--- src/include/mac_port_map.svh ---
/*
  Register indices, reset values, field positions and link constants of the MAC port.
  Assumes inclusion by the MAC port package and module only.
*/
`ifndef MAC_PORT_MAP_SVH
`define MAC_PORT_MAP_SVH

// ----------------------------------------
// Register indices (byte address = 4 * index)
// ----------------------------------------
`define IDX_UNDR_FULL 10'h334
`define IDX_UNDR_LOW 10'h337
`define IDX_ALL 10'h338
`define IDX_CTRL 10'h340
`define IDX_STATUS 10'h341

// ----------------------------------------
// Reset values
// ----------------------------------------
`define CTRL_RST 4'h0
`define COUNT_RST 32'h00000000
`define LFSR_SEED 16'hACE1

// ----------------------------------------
// Jam and backoff
// ----------------------------------------
`define JAM_NIBBLE 4'h5
`define JAM_STEPS_MII 5'h08
`define JAM_STEPS_RMII 5'h10
`define BACKOFF_LIMIT 5'h0A
`define SLOT_SHIFT_MII 7
`define SLOT_SHIFT_RMII 8

// ----------------------------------------
// Synchroniser bit positions
// ----------------------------------------
`define SYN_TXC 0
`define SYN_RXC 1
`define SYN_REFC 2
`define SYN_SREF 3
`define SYN_COL 4
`define SYN_CRS 5
`define SYN_DV 6
`define SYN_ER 7
`define SYN_RXD 8
`define SYN_W 12

`endif

--- src/include/mac_port_pkg.sv ---
/*
  Types of the MAC port: control word, transmit states, carrier structs, state record.
  Assumes mac_port_map.svh on the include path.
*/
`include "mac_port_map.svh"

package mac_port_pkg;

  typedef enum logic [1:0] {
    TX_IDLE = 2'b00,
    TX_SEND = 2'b01,
    TX_JAM = 2'b10,
    TX_BACKOFF = 2'b11
  } tx_state_t;

  typedef struct packed {
    logic half;
    logic dce;
    logic speed100;
    logic rmii;
  } ctrl_t;

  typedef struct packed {
    logic valid;
    logic last;
    logic [3:0] nibble;
  } tx_src_t;

  typedef struct packed {
    logic en;
    logic [3:0] d;
  } phy_tx_t;

  typedef struct packed {
    logic valid;
    logic dibit;
    logic [3:0] data;
  } rx_word_t;

  typedef struct packed {
    logic [`SYN_W-1:0] sync1;
    logic [`SYN_W-1:0] sync2;
    logic [`SYN_W-1:0] prev;
    ctrl_t ctrl;
    tx_state_t tst;
    phy_tx_t tx;
    logic [3:0] nib;
    logic phase;
    logic last;
    logic [4:0] attempts;
    logic [17:0] cnt;
    logic [15:0] lfsr;
    logic [3:0] div;
    logic dce_clk;
    logic take;
    logic retry;
    logic abort;
    rx_word_t rx;
    logic [31:0] undr;
    logic [31:0] all;
    logic wr_pend;
    logic [9:0] wr_idx;
    logic [31:0] rd;
    logic ready;
    logic resp;
  } mac_state_t;

endpackage
--- src/design/mac_port.sv ---
/*
  MII/RMII MAC port with half-duplex collision handling and two transmit abort counters,
  registers on an AHB-Lite slave.
  Assumes one 125 MHz clock; all PHY pins and link clocks are asynchronous and sampled.
*/
// Design decision made here: register access over AHB-Lite.
`timescale 1ns/1ps

module mac_port
  import mac_port_pkg::*;
#(
  parameter int MAX_ATTEMPTS = 16,
  parameter int RMII_10M_DIV = 10
)
(
  input logic sys_clk,
  input logic rst_b,
  input logic hsel,
  input logic [31:0] haddr,
  input logic [1:0] htrans,
  input logic hwrite,
  input logic [2:0] hsize,
  input logic [31:0] hwdata,
  input logic hready,
  output logic [31:0] hrdata,
  output logic hreadyout,
  output logic hresp,
  input logic tx_clk_in,
  input logic system_reference_clock_in,
  input logic ref_clk,
  input logic rx_clk,
  input logic col,
  input logic crs,
  input logic rx_dv,
  input logic rx_er,
  input logic [3:0] rxd,
  output logic tx_clk_out,
  output phy_tx_t phy_tx,
  input tx_src_t tx_src,
  output logic tx_take,
  output logic tx_retry,
  output logic tx_abort,
  output rx_word_t rx_word
);

  // ----------------------------------------
  // Elaboration checks
  // ----------------------------------------
  if (MAX_ATTEMPTS < 1 || MAX_ATTEMPTS > 31)
  begin : g_att_check
    $error("MAX_ATTEMPTS must lie in 1..31");
  end
  if (RMII_10M_DIV < 2 || RMII_10M_DIV > 16)
  begin : g_div_check
    $error("RMII_10M_DIV must lie in 2..16");
  end

  localparam logic [4:0] ATT_MAX = 5'(MAX_ATTEMPTS);
  localparam logic [3:0] DIV_LAST = 4'(RMII_10M_DIV - 1);

  mac_state_t s;
  mac_state_t n;
  logic [1:0] rst_pipe;
  logic rst_int_b;
  logic mii_step;
  logic ref_slot;
  logic step;
  logic col_hd;
  logic crs_hd;
  logic [4:0] jam_last;
  logic [4:0] bo_bits;
  logic [17:0] bo_k;

  // ----------------------------------------
  // Helpers
  // ----------------------------------------
  function automatic logic rise(input logic [`SYN_W-1:0] now, input logic [`SYN_W-1:0] old,
                                input int b);
    return now[b] & ~old[b];
  endfunction

  // Low dibit goes first in RMII
  function automatic logic [3:0] drive(input logic [3:0] nib, input logic rmii,
                                       input logic hi);
    if (!rmii)
      return nib;
    return {2'b00, (hi ? nib[3:2] : nib[1:0])};
  endfunction

  function automatic logic [15:0] lfsr_next(input logic [15:0] l);
    return {l[14:0], l[15] ^ l[13] ^ l[12] ^ l[10]};
  endfunction

  function automatic logic [31:0] read_reg(input logic [9:0] idx, input mac_state_t r);
    case (idx)
      `IDX_UNDR_LOW: return {24'h000000, r.undr[7:0]};
      `IDX_UNDR_FULL: return r.undr;
      `IDX_ALL: return r.all;
      `IDX_CTRL: return {28'h0000000, r.ctrl};
      `IDX_STATUS: return {24'h000000, r.attempts, r.tst, r.tx.en};
      default: return 32'h00000000;
    endcase
  endfunction

  // ----------------------------------------
  // Reset release
  // ----------------------------------------
  always_ff @(posedge sys_clk or negedge rst_b)
  begin
    if (!rst_b)
      rst_pipe <= 2'b00;
    else
      rst_pipe <= {rst_pipe[0], 1'b1};
  end
  assign rst_int_b = rst_pipe[1];

  // ----------------------------------------
  // Next state
  // ----------------------------------------
  always_comb
  begin
    n = s;
    // Data and clocks share one pipeline so they stay aligned
    n.sync1 = {rxd, rx_er, rx_dv, crs, col, system_reference_clock_in, ref_clk, rx_clk,
               tx_clk_in};
    n.sync2 = s.sync1;
    n.prev = s.sync2;
    n.take = 1'b0;
    n.retry = 1'b0;
    n.abort = 1'b0;
    n.rx.valid = 1'b0;
    n.lfsr = lfsr_next(s.lfsr);

    // Equipment mode: transmit clock is half the reference rate
    if (rise(s.sync2, s.prev, `SYN_SREF))
      n.dce_clk = ~s.dce_clk;
    if (s.ctrl.dce)
      mii_step = rise(s.sync2, s.prev, `SYN_SREF) & ~s.dce_clk;
    else
      mii_step = rise(s.sync2, s.prev, `SYN_TXC);

    if (rise(s.sync2, s.prev, `SYN_REFC))
      n.div = (s.div == DIV_LAST) ? 4'h0 : s.div + 4'h1;
    ref_slot = rise(s.sync2, s.prev, `SYN_REFC) & (s.ctrl.speed100 | (s.div == 4'h0));
    step = s.ctrl.rmii ? ref_slot : mii_step;

    // Unused in full duplex
    col_hd = s.ctrl.half & s.sync2[`SYN_COL];
    crs_hd = s.ctrl.half & s.sync2[`SYN_CRS];
    jam_last = s.ctrl.rmii ? `JAM_STEPS_RMII - 5'h01 : `JAM_STEPS_MII - 5'h01;
    bo_bits = (s.attempts > `BACKOFF_LIMIT) ? `BACKOFF_LIMIT : s.attempts;
    bo_k = {8'h00, s.lfsr[9:0]} & ((18'h00001 << bo_bits) - 18'h00001);

    // ----------------------------------------
    // Transmit
    // ----------------------------------------
    case (s.tst)
      TX_IDLE:
      begin
        if (step && tx_src.valid && !crs_hd)
        begin
          n.tx.en = 1'b1;
          n.tx.d = drive(tx_src.nibble, s.ctrl.rmii, 1'b0);
          n.nib = tx_src.nibble;
          n.last = tx_src.last;
          n.phase = 1'b0;
          n.take = 1'b1;
          n.tst = TX_SEND;
        end
      end
      TX_SEND:
      begin
        if (step)
        begin
          if (col_hd)
          begin
            n.tst = TX_JAM;
            n.cnt = 18'h00000;
            n.attempts = s.attempts + 5'h01;
            n.tx.d = drive(`JAM_NIBBLE, s.ctrl.rmii, 1'b0);
          end
          else if (s.ctrl.rmii && !s.phase)
          begin
            n.phase = 1'b1;
            n.tx.d = drive(s.nib, 1'b1, 1'b1);
          end
          else if (s.last)
          begin
            n.tx.en = 1'b0;
            n.tx.d = 4'h0;
            n.attempts = 5'h00;
            n.tst = TX_IDLE;
          end
          else if (tx_src.valid)
          begin
            n.nib = tx_src.nibble;
            n.last = tx_src.last;
            n.phase = 1'b0;
            n.take = 1'b1;
            n.tx.d = drive(tx_src.nibble, s.ctrl.rmii, 1'b0);
          end
          else
          begin
            // Source ran dry mid-frame
            n.tx.en = 1'b0;
            n.tx.d = 4'h0;
            n.undr = s.undr + 32'h00000001;
            n.all = s.all + 32'h00000001;
            n.abort = 1'b1;
            n.attempts = 5'h00;
            n.tst = TX_IDLE;
          end
        end
      end
      TX_JAM:
      begin
        if (step)
        begin
          if (s.cnt[4:0] == jam_last)
          begin
            n.tx.en = 1'b0;
            n.tx.d = 4'h0;
            if (s.attempts >= ATT_MAX)
            begin
              n.all = s.all + 32'h00000001;
              n.abort = 1'b1;
              n.attempts = 5'h00;
              n.tst = TX_IDLE;
            end
            else
            begin
              // Slot of 512 bit times, counted in transmit steps
              n.cnt = s.ctrl.rmii ? bo_k << `SLOT_SHIFT_RMII
                                  : bo_k << `SLOT_SHIFT_MII;
              n.tst = TX_BACKOFF;
            end
          end
          else
          begin
            n.cnt = s.cnt + 18'h00001;
            n.tx.d = drive(`JAM_NIBBLE, s.ctrl.rmii, 1'b0);
          end
        end
      end
      TX_BACKOFF:
      begin
        if (step)
        begin
          if (s.cnt == 18'h00000)
          begin
            n.retry = 1'b1;
            n.tst = TX_IDLE;
          end
          else
            n.cnt = s.cnt - 18'h00001;
        end
      end
      default:
      begin
        n.tst = TX_IDLE;
        n.tx.en = 1'b0;
      end
    endcase

    // ----------------------------------------
    // Receive
    // ----------------------------------------
    if (s.ctrl.rmii)
    begin
      // A carrier drop between edges just ends acceptance
      if (ref_slot && s.sync2[`SYN_DV])
      begin
        n.rx.valid = 1'b1;
        n.rx.dibit = 1'b1;
        n.rx.data = {2'b00, s.sync2[`SYN_RXD+1:`SYN_RXD]};
      end
    end
    else if (rise(s.sync2, s.prev, `SYN_RXC) && s.sync2[`SYN_DV] &&
             !(s.sync2[`SYN_ER] && !s.ctrl.dce))
    begin
      n.rx.valid = 1'b1;
      n.rx.dibit = 1'b0;
      n.rx.data = s.sync2[`SYN_RXD+3:`SYN_RXD];
    end

    // ----------------------------------------
    // AHB-Lite slave, zero wait states
    // ----------------------------------------
    if (s.wr_pend)
    begin
      if (s.wr_idx == `IDX_CTRL)
        n.ctrl = ctrl_t'(hwdata[3:0]);
      n.wr_pend = 1'b0;
    end
    if (hsel && hready && htrans[1])
    begin
      if (hwrite)
      begin
        n.wr_pend = 1'b1;
        n.wr_idx = haddr[11:2];
      end
      else
        n.rd = read_reg(haddr[11:2], s);
    end
  end

  // ----------------------------------------
  // State register
  // ----------------------------------------
  always_ff @(posedge sys_clk or negedge rst_int_b)
  begin
    if (!rst_int_b)
    begin
      s <= '0;
      s.ctrl <= ctrl_t'(`CTRL_RST);
      s.undr <= `COUNT_RST;
      s.all <= `COUNT_RST;
      s.lfsr <= `LFSR_SEED;
      s.ready <= 1'b1;
    end
    else
      s <= n;
  end

  // ----------------------------------------
  // Outputs
  // ----------------------------------------
  assign hrdata = s.rd;
  assign hreadyout = s.ready;
  assign hresp = s.resp;
  assign tx_clk_out = s.dce_clk;
  assign phy_tx = s.tx;
  assign tx_take = s.take;
  assign tx_retry = s.retry;
  assign tx_abort = s.abort;
  assign rx_word = s.rx;

endmodule

--- config.mk ---
export PLATFORM = sky130hd
export DESIGN_NAME = mac_port
export DESIGN_NICKNAME = d
export VERILOG_FILES = /design/src/include/mac_port_pkg.sv /design/src/design/mac_port.sv
export VERILOG_INCLUDE_DIRS = /design/src /design/src/include
export SDC_FILE = /design/constraint.sdc
export NUM_CORES = 1
export LEC_CHECK = 0
export BUFFER_PORTS_ARGS = -buffer_cell sky130_fd_sc_hd__buf_4
export CAP_MARGIN = 0
export CELL_PAD_IN_SITES_DETAIL_PLACEMENT = 0
export CELL_PAD_IN_SITES_GLOBAL_PLACEMENT = 1
export CORE_MARGIN = 5
export CORE_UTILIZATION = 41
export CTS_CLUSTER_DIAMETER = 50
export DETAILED_ROUTE_END_ITERATION = 6
export GPL_ROUTABILITY_DRIVEN = 0
export PLACE_DENSITY_LB_ADDON = 0.1
export SYNTH_ARGS = -nofsm -noshare
export SYNTH_HDL_FRONTEND = slang
export SYNTH_SLANG_ARGS = --single-unit
--- constraint.sdc ---
create_clock -name sys_clk -period 6 [get_ports sys_clk]
set_clock_uncertainty 0.05 [all_clocks]
set_input_delay 0.6 -clock sys_clk [delete_from_list [all_inputs] [get_ports sys_clk]]
set_output_delay 0.6 -clock sys_clk [all_outputs]
set_load 0.005 [all_outputs]
==> metrics.txt, run 1 <==
run status finished clean; fin crit share 0.5559; peak supply drop 219.4 uV; Worst Hold Class input pin to flip-flop; placed wire-length estimate 15.91 mm; yosys synthesis warning count 0; Fin Setup TNS 0 ps; Worst EP arrival 3680 ps; postcts setup bufs 0; CP Data Required Time 6350 ps; Synth Register Bits 205; crit start category flip-flop; drt first-iter violations 543; Fillers 2356; worst-skew pair later-pin latency 530 ps; Routed Antenna Nets 0; Core Rows 57; fin crit period 3336 ps; Total Power 4677 uW; RSZ-0062 raised after global routing no; Core ar. 24250 sq um; CP endpoint kind flip-flop; CP cell instances inv_1 -> ha_1 -> clkinv_1 -> nor2_1 -> nor2_1 -> nand3_1 -> or2_1 -> o21ai_0; vias in the first global route 7497; Avg Vias per Cell 5.327; EDFF count, synth 0; clk sinks 205; most frequent CP cell nor2_1; Main synth FF type dfrtp_1; gr usage total 0.1705; DR vias 7373; CP max stage delay 670 ps; initial antenna violation count 0; Final #Nets 1141; DRT Wirelength 23.53 mm; Netlist cell types 79; die area 27790 sq um; CTS tree yes; CTS max path bufs 3; Remaining Overflow, GRT 0; Initial Utilization 0.4152; Ant. Diodes 0; total CTS buffers 30; P per Cell Area 400.8 nW/um^2; slew margin rel. 0.2947; post-synthesis sequential area ratio 0.5105; count of final max-slew check failures 0; routed len/inst 17.00 microns; 1st-pass router iterations 7; I/O Buffers 84; Area growth, synth to finish 15.88%; H-Tree Depth 1; post-route DRC violation count 0; Final setup viols 0; Slew @ Worst Pin 1050 ps; first-pass GRT wire length 39.91 mm; largest net degree at the start of global routing 150; fmax 0.2998 GHz; Mapped Cells 1004; share of synthesized registers carrying an async set or reset 1.000; most frequent cells in the layout dfrtp_1, nand2_1, buf_4, o21ai_0; share of cells above drive strength 1 0.1708; largest fanout on the critical path 17; Post-Syn Area per Cell 10.03 sq um; most common cell after layout, fill and taps aside dfrtp_1; clk root buf clkbuf_16; Setup Crit Path Kind flip-flop to flip-flop; final hold viol count 0; total I/O pin count 141; chip width 166.7 microns; Leak 0.005171 uW; Critical-path top delay cell nor2_1; Clock transition at path regs 60 ps; Cell Area, Synth 10070 sq um; Max Cap Violations 0; die height 166.7 microns
state kept, by name, summed over array words and instances (netlist names):
name	cells
s	117
n	39
hrdata	32
rx_word	6
phy_tx	5
rst_pipe	2
tx_abort	1
tx_clk_out	1
tx_retry	1
tx_take	1
cells in the mapped netlist (all sizes together) (5+ instances only):
master	number	area [sq um]
xor2	28	245.2
nand2	132	495.5
nor4	10	96.35
o211ai	5	37.54
nor3	21	115.1
nand4	20	131.4
and3	24	150.1
dfstp	8	210.2
ha	12	150.1
a31oi	7	43.79
buf	55	406.6
and4	5	43.79
nor2	54	212.7
o31ai	8	60.06
mux2	13	146.4
a22oi	29	217.7
a22o	5	43.79
o21ai	78	394.1
or3	8	55.05
o22ai	6	37.54
inv	20	75.07
nor2b	9	56.30
clkbuf	36	135.1
nand3b	5	37.54
xnor2	52	455.4
and2	7	43.80
or4	5	41.29
nand3	53	270.3
a21oi	20	100.1
dfrtp	197	4930
worst max-delay path, delay by kind of cell, from the launching register on:
family / cells / cell delay [ps]
AND/OR/NAND/NOR: 4 / 1330
buffers and inverters: 2 / 640
flip-flops: 1 / 450
AO/OA/AOI/OAI: 1 / 90
adder cells (fa/ha/maj): 1 / 630
cells by family (layout without fill, tap and decap cells):
family                     Yosys count  in the layout  synth area share
DFF                                205            205            0.5105
adders and majority gates           12             12           0.01491
buffers and inverters              114            169           0.06238
xor gates and xnor gates            80             80           0.06959
AOI/OAI and AO/OA                  205            205            0.1360
and+or+nand+nor                    370            370            0.1884
muxes                               16             16           0.01752
other                                2              3         0.0007459
through the flow:
stage                     area [sq um]  std cells    util  hold WS [ps]  setup slack (ps)
after floorplan                  10070       1005       -         254.4              2582
after global placement           10630       1328  0.4384         282.8              2679
after detailed placement         10630       1328  0.4384         284.7              2649
after CTS                        11670       1384  0.4812         90.62              2605
after global routing             11670       1384  0.4812         93.31              2239
final                            11670       1384  0.4812         119.5              2664
routing by layer:
layer	global-route usage	routed length (microns)	vias to the layer above	part of all wire
met5	0	0	-	0
met4	0.03984	356	0	0.015
met1	0.2435	11230	3565	0.48
li1	-	-	3615	-
met2	0.2775	11030	156	0.47
met3	0.02418	911	37	0.039
where the power goes:
part | switching (uW) | internal (uW)
Combinational | 687 | 466
Sequential | 216 | 1540
Clock | 674 | 1100
Total | 1580 | 3100
final timing paths:
kind	startpoint	to	slack, ps	cells past startpoint
setup / recovery	s[173]	s[157]	2660	8
min in group asynchronous	rst_pipe[1]	s[43]	330	0
hold / removal	crs	n[196]	120	1
hold reg to reg	n[138]	s[138]	290	0
setup reg to reg	s[173]	s[157]	2660	8
max in group asynchronous	rst_pipe[1]	tx_retry	4260	1
final cells by class:
| cell class | count | area, sq um | area share |
|---|---|---|---|
| clock inverters | 17 | 185.2 | 0.01587 |
| inverters | 23 | 86.33 | 0.007399 |
| multi-input cells | 686 | 4307 | 0.3691 |
| well taps | 324 | 405.4 | 0.03475 |
| repair buffers | 91 | 698.2 | 0.05984 |
| flip-flops and latches | 205 | 5144 | 0.4409 |
| clock buffers | 38 | 842.1 | 0.07217 |
what timing repair did:
| action | CTS | global route |
|---|---|---|
| hold endpoints to repair | 2 | 0 |
| hold buffers | 1 | 0 |
| gates resized for setup | 0 | 0 |
Power figures use the tool's default switching activity.
==> run 2: changes to the inputs <==
- CORE_UTILIZATION: 41 -> 45
- clock period: 6 -> 3.1 ns (I/O delays scaled with it)
==> run 2 against run 1 <==
Net effect: fmax rose by 21%; flip-flop and latch count did not move; via count rose by 2.8%; wire length fell by 0.49%; sequential share of layout area fell by 2.0 points; critical path depth rose by 1; first-iteration DRC count fell by 18%; clock power rose by 100%; non-clock buffer count rose by 60; largest cell class unchanged.
==> metrics.txt, run 2 (same netlist as run 1, synthesis figures left out) <==
run status finished clean; drt first-iter violations 445 (-18%); Leak 0.005489 uW (+6.1%); Final setup viols 0 (unchanged); Clock transition at path regs 60 ps (about the same); RR Startpoint s[161]; final worst setup slack 349.3 ps (-2315 ps); DR vias 7581 (+2.8%); Fillers 1949 (-17%); RSZ-0062 raised after global routing no; most common cell after layout, fill and taps aside dfrtp_1; CP max stage delay 480 ps (-190 ps); I/O Buffers 84 (unchanged); clk root buf clkbuf_16; post-route DRC violation count 0 (unchanged); Routed Antenna Nets 0 (unchanged); vias in the first global route 7549 (+0.69%); final hold viol count 0 (unchanged); Fin Setup TNS 0 ps (unchanged); share of cells above drive strength 1 0.1911 (+0.02032); CTS max path bufs 3 (unchanged); Setup crit start s[161]; first-pass GRT wire length 39.69 mm (-0.55%); placed wire-length estimate 16.20 mm (+1.8%); chip width 159.6 microns (-4.3%); 1st-pass router iterations 7 (unchanged); post-CTS sizing 0 (unchanged); Remaining Overflow, GRT 0 (unchanged); initial antenna violation count 0 (unchanged); fin crit period 2751 ps (-584.8 ps); P per Cell Area 768.6 nW/um^2 (+92%); gr usage total 0.1863 (+0.01577); crit start category flip-flop; CP cell instances nor2_1 -> nand3_1 -> ha_1 -> nor4_1 -> a21oi_1 -> o21ai_0 -> a31oi_1 -> a2111oi_0 -> a221o_1; H-Tree Depth 1 (unchanged); Critical-path top delay cell dfrtp_1; CTS Hold Buffers Added 29 (+28); Area growth, synth to finish 21.31%; Slew @ Worst Pin 718.3 ps (-331.6 ps); count of final max-slew check failures 0 (unchanged); Final #Nets 1201 (+5.3%); die height 159.6 microns (-4.3%); Avg Vias per Cell 5.415 (+1.6%); CTS tree yes; max reg flops 117 (unchanged); die area 25470 sq um (-8.4%); Ant. Diodes 0 (unchanged); Worst Hold Class input pin to asynchronous set/reset pin; largest net degree at the start of global routing 65 (-57%); Core ar. 21960 sq um (-9.4%); slew margin rel. 0.5211 (+0.2265); Setup Crit Path Kind flip-flop to flip-flop; Worst EP arrival 3180 ps (-500 ps); CP Data Required Time 3530 ps (-2820 ps); postcts setup bufs 0 (unchanged); total I/O pin count 141 (unchanged); DRT Wirelength 23.42 mm (-0.49%); worst-skew pair later-pin latency 540 ps (about the same); most frequent cells in the layout dfrtp_1, nand2_1, buf_4, o21ai_0; peak supply drop 451.3 uV (+110%); clk sinks 205 (unchanged); fmax 0.3635 GHz (+21%); largest fanout on the critical path 9 (-8); post-place setup slack 383.2 ps (-2266 ps); largest reg by FF count s; CP endpoint kind flip-flop; routed len/inst 16.73 microns (-1.6%); total CTS buffers 30 (unchanged); Initial Utilization 0.4585 (+0.04330); Core Rows 54 (-5.3%); Max Cap Violations 0 (unchanged); fin crit share 0.8873 (+0.3314)
## run 2: cell types whose count changed in the layout (fill, tap and decap cells not counted), sizes merged
cell and delta:
dlygate4sd3 +28, buf +32, inv -6, bufinv +2, clkinvlp -1, clkinv +5
## run 2: through the flow
stage | total power, uW | hold WS [ps] | cells | area (sq um) | util
after global placement | 5775 | 43.02 | 1316 | 10830 | 0.4931
after CTS | 9480 | 11.33 | 1400 | 12210 | 0.5562
after global routing | 9936 | 35.83 | 1400 | 12210 | 0.5562
final | 9387 | 31.85 | 1400 | 12210 | 0.5562
after detailed placement | 5786 | 45.71 | 1316 | 10830 | 0.4931
after floorplan | 5082 | -35.59 | 1005 | 10080 | -
## run 2: final timing paths
kind                          endpoint  slack [ps]  cells after the start
min in group sys_clk             s[34]          30                      3
min                        rst_pipe[1]          30                      2
max                             s[153]         350                      9
min reg2reg                     n[186]         300                      0
max in group asynchronous       n[130]        1820                      1
max reg2reg                     s[153]         350                      9
## run 2: layer usage
metal	global-route usage	vias to the layer above	share of wire
met1	0.2650	3639	0.48
li1	-	3733	-
met4	0.05010	0	0.020
met2	0.2984	173	0.46
met5	0	-	0
met3	0.02925	36	0.045
## run 2: critical path, delay by kind of cell (launching register included)
| family | cells | cell delay, ps |
|---|---|---|
| flip-flops | 1 | 480 |
| adder cells (fa/ha/maj) | 1 | 320 |
| AO/OA/AOI/OAI | 5 | 1100 |
| AND/OR/NAND/NOR | 3 | 740 |
## run 2: area by class of cell
type	count	area [sq um]	area share
sequential	205	5144	0.4211
multi-input combinational	686	4307	0.3526
timing repair buffer	151	1231	0.1008
clock buffer	38	852.1	0.06976
tap	280	350.3	0.02868
clock inverter	17	244.0	0.01998
inverter	23	86.33	0.007068
## run 2: power breakdown
part / total (uW) / internal [uW] / switching (uW)
Sequential: 3320 / 2980 / 346
Clock: 3610 / 2310 / 1300
Combinational: 2460 / 1040 / 1410
